===== config.mk =====
export PLATFORM = sky130hd
export DESIGN_NAME = sbfo_core
export DESIGN_NICKNAME = d
export VERILOG_FILES = /design/src/design/sbfo_pkg.sv /design/src/design/sbfo_shifter.sv /design/src/design/sbfo_core.sv
export VERILOG_INCLUDE_DIRS = /design/src /design/src/design
export SDC_FILE = /design/constraint.sdc
export NUM_CORES = 1
export LEC_CHECK = 0
export ABC_AREA = 1
export BUFFER_PORTS_ARGS = -buffer_cell sky130_fd_sc_hd__clkbuf_2
export CAP_MARGIN = 30
export CORE_MARGIN = 2
export CORE_UTILIZATION = 45
export DETAILED_ROUTE_END_ITERATION = 16
export GPL_TIMING_DRIVEN = 0
export PLACE_DENSITY = 0.73
export SYNTH_ARGS = -nofsm -noshare
export SYNTH_HDL_FRONTEND = slang
export SYNTH_HIERARCHICAL = 1
export SYNTH_SLANG_ARGS = --single-unit

===== constraint.sdc =====
create_clock -name clk_sys -period 0.8 [get_ports clk_sys]
set_clock_uncertainty 0.2 [all_clocks]
set_input_delay 0.04 -clock clk_sys [delete_from_list [all_inputs] [get_ports clk_sys]]
set_output_delay 0.04 -clock clk_sys [all_outputs]
set_load 0.01 [all_outputs]

===== src/design/sbfo_regs.svh =====
`ifndef SBFO_REGS_SVH
`define SBFO_REGS_SVH

// status register bit positions
`define SBFO_FLAG_C 3'd0
`define SBFO_FLAG_Z 3'd1
`define SBFO_FLAG_N 3'd2
`define SBFO_FLAG_V 3'd3
`define SBFO_FLAG_S 3'd4
`define SBFO_FLAG_H 3'd5
`define SBFO_FLAG_T 3'd6
`define SBFO_FLAG_I 3'd7

// reset values of the result registers
`define SBFO_RESULT_RST 8'h00
`define SBFO_STATUS_RST 8'h00

// latency of every operation, in clock cycles
`define SBFO_OP_CYCLES 1

`endif


===== src/design/sbfo_pkg.sv =====
package sbfo_pkg;

  // operation codes presented by the instruction decoder
  typedef enum logic [4:0] {
    SBFO_OP_NONE,
    SBFO_OP_SHIFT_LEFT_LOGICAL,
    SBFO_OP_SHIFT_RIGHT_LOGICAL,
    SBFO_OP_ROTATE_LEFT_CARRY,
    SBFO_OP_ROTATE_RIGHT_CARRY,
    SBFO_OP_SHIFT_RIGHT_ARITHMETIC,
    SBFO_OP_NIBBLE_EXCHANGE,
    SBFO_OP_STATUS_BIT_SET,
    SBFO_OP_STATUS_BIT_CLEAR,
    SBFO_OP_BIT_STORE_TO_FLAG,
    SBFO_OP_BIT_LOAD_FROM_FLAG,
    SBFO_OP_CARRY_SET,
    SBFO_OP_CARRY_CLEAR,
    SBFO_OP_NEGATIVE_SET,
    SBFO_OP_NEGATIVE_CLEAR,
    SBFO_OP_ZERO_SET
  } sbfo_op_e;

  typedef logic [7:0] sbfo_byte_t;
  typedef logic [2:0] sbfo_index_t;

endpackage


===== src/design/sbfo_shifter.sv =====
`timescale 1ns/100ps
`include "sbfo_regs.svh"

// combinational shift, rotate and swap unit with its flag results
module sbfo_shifter (
  // operation and operands
  input wire sbfo_pkg::sbfo_op_e op,
  input wire sbfo_pkg::sbfo_byte_t operand,
  input wire logic carry_in,
  // results
  output sbfo_pkg::sbfo_byte_t result,
  output logic carry_out,
  output logic zero_out,
  output logic negative_out,
  output logic overflow_out,
  output logic sign_out,
  output logic flags_valid
);

  // data path and carry out per operation
  always_comb begin
    result = operand;
    carry_out = carry_in;
    flags_valid = 1'b1;
    case (op)
      sbfo_pkg::SBFO_OP_SHIFT_LEFT_LOGICAL: begin
        result = {operand[6:0], 1'b0};
        carry_out = operand[7];
      end
      sbfo_pkg::SBFO_OP_SHIFT_RIGHT_LOGICAL: begin
        result = {1'b0, operand[7:1]};
        carry_out = operand[0];
      end
      sbfo_pkg::SBFO_OP_ROTATE_LEFT_CARRY: begin
        result = {operand[6:0], carry_in};
        carry_out = operand[7];
      end
      sbfo_pkg::SBFO_OP_ROTATE_RIGHT_CARRY: begin
        result = {carry_in, operand[7:1]};
        carry_out = operand[0];
      end
      sbfo_pkg::SBFO_OP_SHIFT_RIGHT_ARITHMETIC: begin
        result = {operand[7], operand[7:1]};
        carry_out = operand[0];
      end
      sbfo_pkg::SBFO_OP_NIBBLE_EXCHANGE: begin
        result = {operand[3:0], operand[7:4]};
        flags_valid = 1'b0;
      end
      default: begin
        flags_valid = 1'b0;
      end
    endcase
  end

  // flag results: overflow is negative xor carry after the shift
  assign zero_out = (result == 8'h00);
  assign negative_out = result[7];
  assign overflow_out = negative_out ^ carry_out;
  assign sign_out = negative_out ^ overflow_out;

endmodule


===== src/design/sbfo_core.sv =====
`timescale 1ns/100ps
`include "sbfo_regs.svh"

// What this block does
// - shift left logical, zero into bit 0
// - shift right logical, zero into bit 7
// - rotate left through carry flag
// - rotate right through carry flag
// - arithmetic shift right keeps sign bit
// - swap nibbles, no flag changes
// - set or clear one indexed status bit
// - copy register bit into transfer flag
// - load transfer flag into register bit
// - set or clear carry flag only
// - set or clear negative flag only
// - set zero flag only
// - every operation completes in one cycle
module sbfo_core (
  // clock and reset
  input wire logic clk_sys,
  input wire logic reset,
  // request from the instruction decoder
  input wire logic op_valid,
  input wire sbfo_pkg::sbfo_op_e op,
  input wire sbfo_pkg::sbfo_byte_t operand,
  input wire sbfo_pkg::sbfo_index_t bit_index,
  // current status register contents
  input wire sbfo_pkg::sbfo_byte_t status_in,
  // register file write-back
  output sbfo_pkg::sbfo_byte_t result,
  output logic result_write,
  // status register write-back
  output sbfo_pkg::sbfo_byte_t status_out,
  output logic status_write,
  // completion
  output logic op_done
);

  sbfo_pkg::sbfo_byte_t shift_result;
  logic shift_carry;
  logic shift_zero;
  logic shift_negative;
  logic shift_overflow;
  logic shift_sign;
  logic shift_flags_valid;
  sbfo_pkg::sbfo_byte_t next_result;
  sbfo_pkg::sbfo_byte_t next_status;
  logic next_result_write;
  logic next_status_write;
  sbfo_pkg::sbfo_byte_t index_mask;
  sbfo_pkg::sbfo_byte_t bit_load_value;
  sbfo_pkg::sbfo_byte_t shift_status;
  logic selected_bit;
  logic op_writes_result;
  logic op_writes_status;

  // shift, rotate and swap data path
  sbfo_shifter u_shifter (
    .op(op),
    .operand(operand),
    .carry_in(status_in[`SBFO_FLAG_C]),
    .result(shift_result),
    .carry_out(shift_carry),
    .zero_out(shift_zero),
    .negative_out(shift_negative),
    .overflow_out(shift_overflow),
    .sign_out(shift_sign),
    .flags_valid(shift_flags_valid)
  );

  // one-hot mask of the selected bit, and the operand with that bit loaded
  for (genvar g = 0; g < 8; g++) begin : g_bit
    assign index_mask[g] = (bit_index == 3'(g));
    assign bit_load_value[g] = index_mask[g] ? status_in[`SBFO_FLAG_T] : operand[g];
  end

  // register bit picked for the transfer flag
  assign selected_bit = |(operand & index_mask);

  // status after a shift: listed flags and sign replaced, the rest kept
  always_comb begin
    shift_status = status_in;
    shift_status[`SBFO_FLAG_C] = shift_carry;
    shift_status[`SBFO_FLAG_Z] = shift_zero;
    shift_status[`SBFO_FLAG_N] = shift_negative;
    shift_status[`SBFO_FLAG_V] = shift_overflow;
    shift_status[`SBFO_FLAG_S] = shift_sign;
  end

  // operation classes: which write-back each operation asks for
  always_comb begin
    op_writes_result = 1'b0;
    op_writes_status = 1'b0;
    case (op)
      // shifts and rotates write the register and the flags
      sbfo_pkg::SBFO_OP_SHIFT_LEFT_LOGICAL,
      sbfo_pkg::SBFO_OP_SHIFT_RIGHT_LOGICAL,
      sbfo_pkg::SBFO_OP_ROTATE_LEFT_CARRY,
      sbfo_pkg::SBFO_OP_ROTATE_RIGHT_CARRY,
      sbfo_pkg::SBFO_OP_SHIFT_RIGHT_ARITHMETIC: begin
        op_writes_result = 1'b1;
        op_writes_status = shift_flags_valid;
      end
      // swap and bit load touch the register only
      sbfo_pkg::SBFO_OP_NIBBLE_EXCHANGE,
      sbfo_pkg::SBFO_OP_BIT_LOAD_FROM_FLAG: begin
        op_writes_result = 1'b1;
      end
      // bit, transfer flag and single flag operations touch the status only
      sbfo_pkg::SBFO_OP_STATUS_BIT_SET,
      sbfo_pkg::SBFO_OP_STATUS_BIT_CLEAR,
      sbfo_pkg::SBFO_OP_BIT_STORE_TO_FLAG,
      sbfo_pkg::SBFO_OP_CARRY_SET,
      sbfo_pkg::SBFO_OP_CARRY_CLEAR,
      sbfo_pkg::SBFO_OP_NEGATIVE_SET,
      sbfo_pkg::SBFO_OP_NEGATIVE_CLEAR,
      sbfo_pkg::SBFO_OP_ZERO_SET: begin
        op_writes_status = 1'b1;
      end
      // no operation: nothing written
      default: begin
        op_writes_result = 1'b0;
      end
    endcase
  end

  // next register value; the operand passes when nothing is written
  always_comb begin
    next_result = operand;
    if (op_valid) begin
      case (op)
        sbfo_pkg::SBFO_OP_SHIFT_LEFT_LOGICAL: next_result = shift_result;
        sbfo_pkg::SBFO_OP_SHIFT_RIGHT_LOGICAL: next_result = shift_result;
        sbfo_pkg::SBFO_OP_ROTATE_LEFT_CARRY: next_result = shift_result;
        sbfo_pkg::SBFO_OP_ROTATE_RIGHT_CARRY: next_result = shift_result;
        sbfo_pkg::SBFO_OP_SHIFT_RIGHT_ARITHMETIC: next_result = shift_result;
        sbfo_pkg::SBFO_OP_NIBBLE_EXCHANGE: next_result = shift_result;
        sbfo_pkg::SBFO_OP_BIT_LOAD_FROM_FLAG: next_result = bit_load_value;
        default: next_result = operand;
      endcase
    end
  end

  // next status value; every flag not named by the operation is kept
  always_comb begin
    next_status = status_in;
    if (op_valid) begin
      case (op)
        sbfo_pkg::SBFO_OP_SHIFT_LEFT_LOGICAL: next_status = shift_status;
        sbfo_pkg::SBFO_OP_SHIFT_RIGHT_LOGICAL: next_status = shift_status;
        sbfo_pkg::SBFO_OP_ROTATE_LEFT_CARRY: next_status = shift_status;
        sbfo_pkg::SBFO_OP_ROTATE_RIGHT_CARRY: next_status = shift_status;
        sbfo_pkg::SBFO_OP_SHIFT_RIGHT_ARITHMETIC: next_status = shift_status;
        sbfo_pkg::SBFO_OP_STATUS_BIT_SET: next_status = status_in | index_mask;
        sbfo_pkg::SBFO_OP_STATUS_BIT_CLEAR: next_status = status_in & ~index_mask;
        sbfo_pkg::SBFO_OP_BIT_STORE_TO_FLAG: begin
          next_status[`SBFO_FLAG_T] = selected_bit;
        end
        sbfo_pkg::SBFO_OP_CARRY_SET: begin
          next_status[`SBFO_FLAG_C] = 1'b1;
        end
        sbfo_pkg::SBFO_OP_CARRY_CLEAR: begin
          next_status[`SBFO_FLAG_C] = 1'b0;
        end
        sbfo_pkg::SBFO_OP_NEGATIVE_SET: begin
          next_status[`SBFO_FLAG_N] = 1'b1;
        end
        sbfo_pkg::SBFO_OP_NEGATIVE_CLEAR: begin
          next_status[`SBFO_FLAG_N] = 1'b0;
        end
        sbfo_pkg::SBFO_OP_ZERO_SET: begin
          next_status[`SBFO_FLAG_Z] = 1'b1;
        end
        default: next_status = status_in;
      endcase
    end
  end

  // write strobes only for a valid request
  assign next_result_write = op_valid && op_writes_result;
  assign next_status_write = op_valid && op_writes_status;

  // data outputs registered, one cycle after the request
  always_ff @(posedge clk_sys or posedge reset) begin
    if (reset) begin
      result <= `SBFO_RESULT_RST;
      status_out <= `SBFO_STATUS_RST;
    end else begin
      result <= next_result;
      status_out <= next_status;
    end
  end

  // write strobes and completion pulse
  always_ff @(posedge clk_sys or posedge reset) begin
    if (reset) begin
      result_write <= 1'b0;
      status_write <= 1'b0;
      op_done <= 1'b0;
    end else begin
      result_write <= next_result_write;
      status_write <= next_status_write;
      op_done <= op_valid && (op != sbfo_pkg::SBFO_OP_NONE);
    end
  end

endmodule


### Word-level counts from Yosys, hierarchy flattened

Cells that the tools add are included.
W data, S select, Z words.

* bits in registers: 19
* bits of input ports: 27
* output and inout bits: 19
* word-level logic and storage cells: 67

* equality and inequality tests: 22
* mux-type cells: 21
* bitwise gates (word level): 6
* reduce and logical (&&, ||, !) cells: 13

Operators by type and width (number)
* $pmux W8 S6: 1
* $eq A5 B4 Y1 const B: 8
* $eq A5 B3 Y1 const B: 4
* $and A8 B8 Y8: 2
* $mux W8: 2
* $pmux W8 S2: 1
* $reduce_or A13 Y1: 1
* $eq A3 B3 Y1 const B: 4
* $eq A5 B2 Y1 const B: 2
* $mux W1: 10
* $pmux W1 S5: 2
* $pmux W3 S3: 1
* $logic_not A8 Y1: 1
* $not A8 Y8: 1
* $or A8 B8 Y8: 1
* $reduce_or A8 Y1: 1
* $reduce_or A7 Y1: 1
* $eq A3 B2 Y1 const B: 2
* $reduce_or A6 Y1: 1
* $eq A5 B1 Y1 const B: 1
* $reduce_bool A5 Y1: 1
* $reduce_or A5 Y1: 1
* $pmux W1 S2: 2
* $pmux W1 S4: 1
* 7 further kinds: 10

### Depth between registers and ports, before layout

Gate-level depths: netlist (run 1).

* word-level depth: 7
* mapped depth: 15

### Hierarchy

The synthesis (run 1) kept the hierarchy.

Modules (own cells, without submodules)
* sbfo_core: times used 1, cells an instance 236, area each 1527.7 um^2
* sbfo_shifter: times used 1, cells an instance 98, area each 461.7 um^2

### Worst setup path after synthesis (run 1)

OpenSTA, ideal clock, no wires.

* kind: input -> register
* start point: in op[4]
* end point: reg status_out[1]
* library setup time: 113 ps
* arrival time: 1141 ps
* required time: 487 ps
* slack: -654 ps
* stages on the path: 14
* buffers on the path: 0
* cells stage by stage: nor2_4 -> nand2_1 -> nor2_4 -> inv_2 -> nor2_1 -> nor2_1 -> nand2_2 -> nor2_1 -> nand2_1 -> nor2_1 -> a21oi_1 -> nand3_1 -> nand2_1 -> inv_1

* longest elaborated chain between the ends: 5
* elaborated cells between the ends (all ways): 14

RTL lines
* start: declaration: line sbfo_core.sv:24 `input wire sbfo_pkg::sbfo_op_e op,`
* $eq A5 B3 Y1 (tied with other cells): line sbfo_shifter.sv:25 `case (op)`
* $pmux W8 S6 *: line sbfo_shifter.sv:25
* net shift_negative: line sbfo_core.sv:42 `logic shift_negative;`
* $logic_not A8 Y1 *: line sbfo_shifter.sv:57 `assign zero_out = (result == 8'h00);`
* net shift_zero: line sbfo_core.sv:41 `logic shift_zero;`
* $pmux W1 S4 *: line sbfo_core.sv:148 `case (op)`
* $mux W8 *: line sbfo_core.sv:147 `if (op_valid) begin`
* net next_status[1]: line sbfo_core.sv:47 `sbfo_pkg::sbfo_byte_t next_status;`
* end signal: assignment: line sbfo_core.sv:187 `` status_out <= `SBFO_STATUS_RST; ``
* end signal: assignment: line sbfo_core.sv:190 `status_out <= next_status;`
* end: declaration: line sbfo_core.sv:33 `output sbfo_pkg::sbfo_byte_t status_out,`

The timed path passes the listed nets; every way through them passes the cells marked *.

### Worst setup path after layout (run 1)

* start point: in op[3]
* end point: reg status_out[1]

* longest elaborated chain between the ends: 5
* elaborated cells between the ends (all ways): 14

RTL lines
* $eq A5 B3 Y1 (tied with other cells): line sbfo_shifter.sv:25
* $pmux W8 S6 *: line sbfo_shifter.sv:25
* net shift_result[6]: line sbfo_core.sv:39 `sbfo_pkg::sbfo_byte_t shift_result;`
* $logic_not A8 Y1 *: line sbfo_shifter.sv:57
* net shift_zero: line sbfo_core.sv:41
* $pmux W1 S4 *: line sbfo_core.sv:148
* $mux W8 *: line sbfo_core.sv:147
* net next_status[1]: line sbfo_core.sv:47

Marked as above.

==> results of run 1 <==
[kinds of logic (layout without fill, tap and decap cells)]
kind of cell	Yosys count	after routing	share of synthesized area, %
XOR/XNOR	1	1	0.440
buffers and inverters	45	119	9.62
AO/OA/AOI/OAI	28	28	8.11
AND/OR/NAND/NOR	241	241	57.9
flip-flops	19	19	23.9
[layer usage]
metal	up-vias	share of wire (%)
met5	-	0
met4	0	3.4
met3	19	5.8
met2	100	49
met1	1116	42
li1	1204	-
[final cells by class]
cell class,count,area (um2),area share [%]
multi-input combinational,270,1530,53.5
timing repair buffer,70,534,18.7
sequential,19,475,16.6
inverter,41,171,5.99
tap,52,65.1,2.27
clock buffer,4,45.0,1.57
buffer,4,41.3,1.44
[stage by stage]
stage	setup WS, ps	setup TNS [ps]	power, uW
after floorplan	-643	-6620	1660
after global placement	-1070	-13880	1970
after detailed placement	-1090	-15250	1990
after CTS	-659	-12740	2840
after global routing	-826	-14020	3110
final	-745	-12240	2930
[layout by cell type (no fill, tap or decap), types with 2 or more instances in the layout]
master / netlist / layout
o21ai_0: 15 / 9
o211ai_1: 2 / 2
nand2_2: 7 / 25
nand2_4: 7 / 13
buf_4: 1 / 15
nand3_2: 10 / 9
nor2_4: 5 / 6
clkbuf_8: 1 / 4
nor2_2: 3 / 8
o21ai_1: 1 / 4
nor2_1: 38 / 32
dfrtp_1: 19 / 19
a21oi_1: 7 / 5
nand4_1: 9 / 9
clkbuf_16: 0 / 2
nor3_1: 2 / 2
buf_6: 0 / 15
clkbuf_2: 0 / 39
o21ai_2: 1 / 4
inv_2: 8 / 5
nand3_1: 23 / 18
nand2_1: 135 / 111
nand3_4: 1 / 7
inv_1: 31 / 30
inv_4: 1 / 5
[report_power, final]
part           internal (uW)  switching, uW
logic                    486            727
registers               1030           18.2
clock network            354            311
total                   1880           1060
[flip-flops by register name (all words and copies together) (netlist names)]
register and count:
result_write 1, status_out 8, result 8, status_write 1, op_done 1
[path summary, 6_finish.rpt]
path / startpoint / endpoint / slack, ps / depth (start not counted)
max in group asynchronous: reset / status_out[1]$_DFF_PP0_ / 300 / 2
min in group clk_sys: status_in[7] / status_out[7]$_DFF_PP0_ / -190 / 3
worst min-delay path: reset / result[3]$_DFF_PP0_ / -340 / 2
worst max-delay path: op[3] / status_out[1]$_DFF_PP0_ / -740 / 15
[what timing repair did]
item                                   CTS  global route
pin swaps                               31            40
endpoints found under the hold margin   37            36
resized for setup                       40            39
setup endpoints to repair               38            38
buffers inserted                        23             7
==> reports/metrics.yaml, run 1 <==
async_reset_ff_share_pct: 100
worst_pin_slew_ps: 688
max_stage_delay_ps: 180
vias: 2439
fin_ws_ps: -745
fmax_mhz: 647
layout_min_cycle_time_ps: 1540
yosysTopAreaCell: "nand2_1"
grtUsageMet3_pct: 1.59
timing.final.crit_share_pct: 193
path_class: "primary input to register"
holdWs_ps: -335
placed_cells: 429
postRouteAntennaNets: 0
grt_pass1_vias: 2136
ys_ff_latch: 19
syn_area_per_cell_um2: 5.96
crit_path_frequent_cell: "nand2_1"
wl_mm: 6.16
die_x_um: 70.5
syn_nets: 361
drt_pass1_iterations: 5
core-area_um2: 4290
cts_max_level: 1
cp_top_family: "simple AND/OR/NAND/NOR gates"
row_count: 24
layout-drive-gt1-share_pct: 40.2
drtIter0Drc: 167
busiest_layer: "met2"
initial_core_util_pct: 46.3
die_area_um2: 4970
yosys.area.top_type_share_pct: 25.5
wl_per_cell_um: 13.4
crit_slowest_cell: "nor2_4"
start_kind: "primary input"
clk_pin_slew_worst_paths_ps: 70
violations: "hold timing, setup timing"
rsz0062_at_grt: "yes"
gr-usage-met1_pct: 30.8
clockRootBuffer: "clkbuf_8"
ys.warnings.count: 6
antenna_found_initial: 0
ys.flop_type: "dfrtp_1"
grt_max_degree: 20
final_cell_count_no_fill: 460
portBuffers: 43
synth_edf_count: 0
nets: 436
yosysSeqAreaShare_pct: 23.9
syn_area_um2: 1990
drv_slew: 0
relSlewSlack_pct: 54.1
end_kind: "register"
final_area_um2: 2860
grt_pass1_wl_mm: 9.72
utilization_pct: 66.7
maxCapViolCount: 0
synth_common_cells: "nand2_1, nor2_1, inv_1"
gp_congestion: 0.914
cp.required_ps: 790
gr-usage-met2_pct: 41.4
track_usage_pct: 24.1
crit_chain: "clkbuf_16, nor2_4, buf_6, nand3_4, nand3_4, nor2_4, nand2_1, nand2_2, nor2_1, nand2_1, nor2_2, a21oi_2, nand3_1, nand2_1, inv_1"
crit_arrival_ps: 1540
leakage_uw: 0.00156
synth_area_leaders: "nand2_1, dfrtp_1, nor2_1, inv_1, nand3_1"
cts_tree: "done"
pin_count: 46
hold_violations: 38
crit_path_max_fanout: 8
yosysUniqueCellTypes: 29
die_height_um: 70.5
drcViolationCount: 0
via_per_inst: 5.30
antenna_cells: 0
area_growth_pct: 44.0
cts_buffers: 3
holdCritPathClass: "primary input to asynchronous set/reset pin"
post_dp_cell_area_um2: 2330
clock_path_buffers: 2
outcome: "complete, but fails checks"
cts_sinks: 19
setup_viol: 38
fillers: 368
grt-ovfl-total: 0
hpwl_mm: 4.27
netlist_instances: 334
synth.most_common_cell: "nand2_1"
vdd_drop_max_mv: 0.536
worstPathBufferInverterCount: 3
power_density_nw_per_um2: 1020
No activity file was read; power rests on OpenSTA's default activity.
==> run 2: changes to the inputs <==
--- a/config.mk
+++ b/config.mk
@@ -14,6 +14,7 @@
 export DETAILED_ROUTE_END_ITERATION = 16
 export GPL_TIMING_DRIVEN = 0
 export PLACE_DENSITY = 0.73
+export REMOVE_ABC_BUFFERS = 1
 export SYNTH_ARGS = -nofsm -noshare
 export SYNTH_HDL_FRONTEND = slang
 export SYNTH_HIERARCHICAL = 1
==> reports/metrics.yaml, run 2 (same netlist as run 1, synthesis figures left out) <==
intPower_uw: 1820
cts_buffers: 3
setup_viol: 38
die_x_um: 70.5
via_per_inst: 5.18
comb_power_share_pct: 39.1
row_count: 24
worstPathBufferInverterCount: 3
clockRootBuffer: "clkbuf_8"
layout_common_cells: "nand2_1, clkbuf_2, nor2_1, inv_1"
crit_path_frequent_cell: "nand2_1"
power_density_nw_per_um2: 1040
tns_ps: -13620
crit_path_max_fanout: 8
die_height_um: 70.5
reg_top3: "result: 8 flops, status_out: 8 flops"
end_kind: "register"
outcome: "complete, but fails checks"
cts_sinks: 19
gp_congestion: 0.925
crit_slowest_cell: "nor2_4"
nets: 435
die_area_um2: 4970
pin_count: 46
antenna_cells: 0
grt-ovfl-total: 0
swShare_pct: 35.6
path_class: "primary input to register"
holdWs_ps: -324
area_growth_pct: 37.1
drv_slew: 0
worst_pin_slew_ps: 720
fmax_mhz: 682
drcViolationCount: 0
cts_tree: "done"
cp.required_ps: 800
grt_max_degree: 20
rsz0062_at_grt: "yes"
core-area_um2: 4290
layout_min_cycle_time_ps: 1470
clk_pin_slew_worst_paths_ps: 70
fin_ws_ps: -667
grt_pass1_vias: 2114
holdCritPathClass: "primary input to asynchronous set/reset pin"
track_usage_pct: 23.9
portBuffers: 45
leakage_uw: 0.00151
crit_chain: "clkbuf_16, nor2_4, buf_4, nand3_4, nand3_4, nor2_4, nand2_1, nand2_1, nor2_1, nand2_1, nor2_2, a21oi_2, nand3_1, nand2_1, inv_1"
drt_pass1_iterations: 5
wl_mm: 5.78
maxCapViolCount: 0
dp_slack_ps: -1110
postRouteAntennaNets: 0
start_kind: "primary input"
wl_per_cell_um: 12.6
cts_max_level: 1
relSlewSlack_pct: 51.9
drtIter0Drc: 161
max_stage_delay_ps: 160
violations: "hold timing, setup timing"
grt_pass1_wl_mm: 9.70
cp_top_family: "simple AND/OR/NAND/NOR gates"
clock_path_buffers: 2
power_switching_uw: 1010
timing.final.crit_share_pct: 183
hold_violations: 34
seq_power_share_pct: 37.2
antenna_found_initial: 0
power_frac_clock_pct: 23.8
layout-drive-gt1-share_pct: 34.4
vias: 2378
initial_core_util_pct: 46.3
vdd_drop_max_mv: 0.681
crit_arrival_ps: 1470
final_common_cell: "nand2_1"
hpwl_mm: 4.16
-- run 2: path summary, 6_finish.rpt --
| path | from | end | slack, ps | depth (start not counted) |
|---|---|---|---|---|
| max | op[4] | status_out[1]$_DFF_PP0_ | -670 | 15 |
| min | reset | status_out[3]$_DFF_PP0_ | -320 | 2 |
| max in group asynchronous | reset | op_done$_DFF_PP0_ | 270 | 2 |
| min in group clk_sys | status_in[7] | status_out[7]$_DFF_PP0_ | -220 | 3 |
-- run 2: repair_timing --
item / 4_1_cts / 5_1_grt
buffers inserted: 22 / 7
endpoints found under the setup margin: 37 / 38
pin swaps: 21 / 13
cloned: 0 / 0
gates resized for setup: 33 / 22
endpoints found under the hold margin: 35 / 34
-- run 2: area by class of cell --
cell class / count / area, um2
fill: 410 / 1570
tap: 52 / 65.1
inverter: 41 / 169
sequential: 19 / 475
multi-input combinational: 270 / 1450
clock buffer: 4 / 45.0
timing repair buffer: 73 / 523
-- run 2: power by group through the flow --
stage | registers, uW | clock network, uW | logic (uW)
4_1_cts | 1050 | 696 | 1030
3_5_place_dp | 1070 | 0 | 873
2_1_floorplan | 1120 | 0 | 484
5_1_grt | 1060 | 736 | 1220
6_report | 1050 | 673 | 1110
3_3_place_gp | 1070 | 0 | 862
-- run 2: per-layer routing --
| metal | track usage [%] | share of wire [%] |
|---|---|---|
| met4 | 8.33 | 1.8 |
| met5 | 0 | 0 |
| met1 | 31.7 | 42 |
| met3 | 1.01 | 5.5 |
| met2 | 41.3 | 50 |
-- run 2: stage by stage --
step | util [%] | total power, uW | hold WS [ps] | std cells | area [um2]
floorplan | - | 1600 | -209 | 330 | 1960
global placement | 52.4 | 1930 | -42.4 | 427 | 2250
detailed placement | 52.4 | 1940 | -8.53 | 427 | 2250
CTS | 60.7 | 2780 | -283 | 452 | 2610
global route | 63.5 | 3010 | -243 | 459 | 2730
finish | 63.5 | 2830 | -324 | 459 | 2730
==> run 3: changes to the inputs <==
--- a/config.mk
+++ b/config.mk
@@ -10,10 +10,10 @@
 export BUFFER_PORTS_ARGS = -buffer_cell sky130_fd_sc_hd__clkbuf_2
 export CAP_MARGIN = 30
 export CORE_MARGIN = 2
-export CORE_UTILIZATION = 45
+export CORE_UTILIZATION = 55
 export DETAILED_ROUTE_END_ITERATION = 16
 export GPL_TIMING_DRIVEN = 0
-export PLACE_DENSITY = 0.73
+export PLACE_DENSITY = 0.85
 export REMOVE_ABC_BUFFERS = 1
 export SYNTH_ARGS = -nofsm -noshare
 export SYNTH_HDL_FRONTEND = slang
==> reports/metrics.yaml, run 3 (same netlist as run 1, synthesis figures left out) <==
layout-drive-gt1-share_pct: 37.7
crit_path_max_fanout: 8
drv_slew: 0
wl_per_cell_um: 14.1
drcViolationCount: 0
holdCritPathClass: "primary input to asynchronous set/reset pin"
portBuffers: 45
clk_pin_slew_worst_paths_ps: 110
via_per_inst: 5.61
layout_min_cycle_time_ps: 1580
wl_mm: 6.35
pin_count: 46
vdd_drop_max_mv: 0.503
fmax_mhz: 632
dp_slack_ps: -1100
maxCapViolCount: 0
relSlewSlack_pct: 51.6
die_height_um: 64.1
initial_core_util_pct: 58.2
nets: 434
rsz0062_at_grt: "yes"
grt_pass1_vias: 2243
die_area_um2: 4110
setup_viol: 37
outcome: "complete, but fails checks"
cts_tree: "done"
antenna_cells: 0
grt-ovfl-total: 0
cp.required_ps: 850
final_common_cell: "nand2_1"
layout_common_cells: "nand2_1, clkbuf_2, nor2_1, inv_1, nand3_1"
fin_ws_ps: -783
postRouteAntennaNets: 0
cts_max_level: 1
holdWs_ps: -376
antenna_found_initial: 0
start_kind: "primary input"
die_x_um: 64.1
reg_top3: "result: 8 flops, status_out: 8 flops"
cts_sinks: 19
worst_pin_slew_ps: 725
grt_pass1_wl_mm: 9.56
hold_violations: 35
violations: "hold timing, setup timing"
finalPower_uw: 2730
final_cell_count_no_fill: 452
power_density_nw_per_um2: 988
drt_pass1_iterations: 6
core-area_um2: 3420
gp_congestion: 0.930
cts-hold-fix-buffers: 1
drtIter0Drc: 234
cts_buffers: 3
clock_path_buffers: 2
timing.final.crit_share_pct: 198
track_usage_pct: 28.9
leakage_uw: 0.00152
placed_cells: 421
fillers: 258
area_growth_pct: 38.8
crit_arrival_ps: 1630
end_kind: "register"
vias: 2537
clockRootBuffer: "clkbuf_4"
path_class: "primary input to register"
grt_max_degree: 20
hpwl_mm: 3.97
row_count: 21
## run 3: cell types whose count changed in the layout (fill, tap and decap cells not counted), sizes merged
| cell | before | now |
|---|---|---|
| clkbuf | 48 | 47 |
| dlygate4sd3 | 0 | 1 |
| buf | 29 | 28 |
## run 3: where the power goes
group	total, uW	internal [uW]	switching, uW
combinational	1180	459	720
clock	494	194	300
sequential	1060	1030	21.3
total	2730	1690	1040
## run 3: path summary, 6_finish.rpt
path | start | end | depth (start not counted)
setup / recovery | op[4] | status_out[1]$_DFF_PP0_ | 15
hold / removal | reset | status_out[3]$_DFF_PP0_ | 2
max in group asynchronous | reset | result[1]$_DFF_PP0_ | 2
min in group clk_sys | status_in[5] | status_out[5]$_DFF_PP0_ | 3
## run 3: per-layer routing
metal | global-route usage [%] | share of wire, % | vias to the layer above
met1 | 37.4 | 39 | 1149
met3 | 2.46 | 8.7 | 29
li1 | - | - | 1202
met5 | 0 | 0 | -
met2 | 48.8 | 49 | 157
met4 | 13.0 | 3.1 | 0
## run 3: worst max-delay path, cell delays in order
cell and delay (ps):
clkbuf_16 120, nor2_4 200, buf_6 140, nand3_4 110, nand3_4 110, nor2_4 70
nand2_1 60, nand2_1 80, nor2_1 130, nand2_1 100, nor2_2 190, a21oi_2 80
nand3_1 90, nand2_1 50, inv_1 40
## run 3: cell type report
| type | count | area (um2) | share of cell area, % |
|---|---|---|---|
| timing repair buffer | 72 | 533 | 19.3 |
| tap | 46 | 57.6 | 2.08 |
| sequential | 19 | 475 | 17.2 |
| multi-input combinational | 270 | 1500 | 54.2 |
| clock buffer | 4 | 26.3 | 0.952 |
| inverter | 41 | 171 | 6.21 |
## run 3: per-stage QoR
step | cell area [um2] | setup TNS, ps | utilization (%)
final | 2760 | -13080 | 80.8
after global routing | 2760 | -14720 | 80.8
after CTS | 2550 | -12020 | 74.6
after detailed placement | 2240 | -15360 | 65.6
after global placement | 2240 | -13640 | 65.6
after floorplan | 1960 | -6440 | -
## run 3: what timing repair did
item | 4_1_cts | 5_1_grt
pin swaps | 29 | 41
endpoints found under the setup margin | 37 | 38
endpoints found under the hold margin | 36 | 35
resized for setup | 30 | 45
buffers inserted | 14 | 13
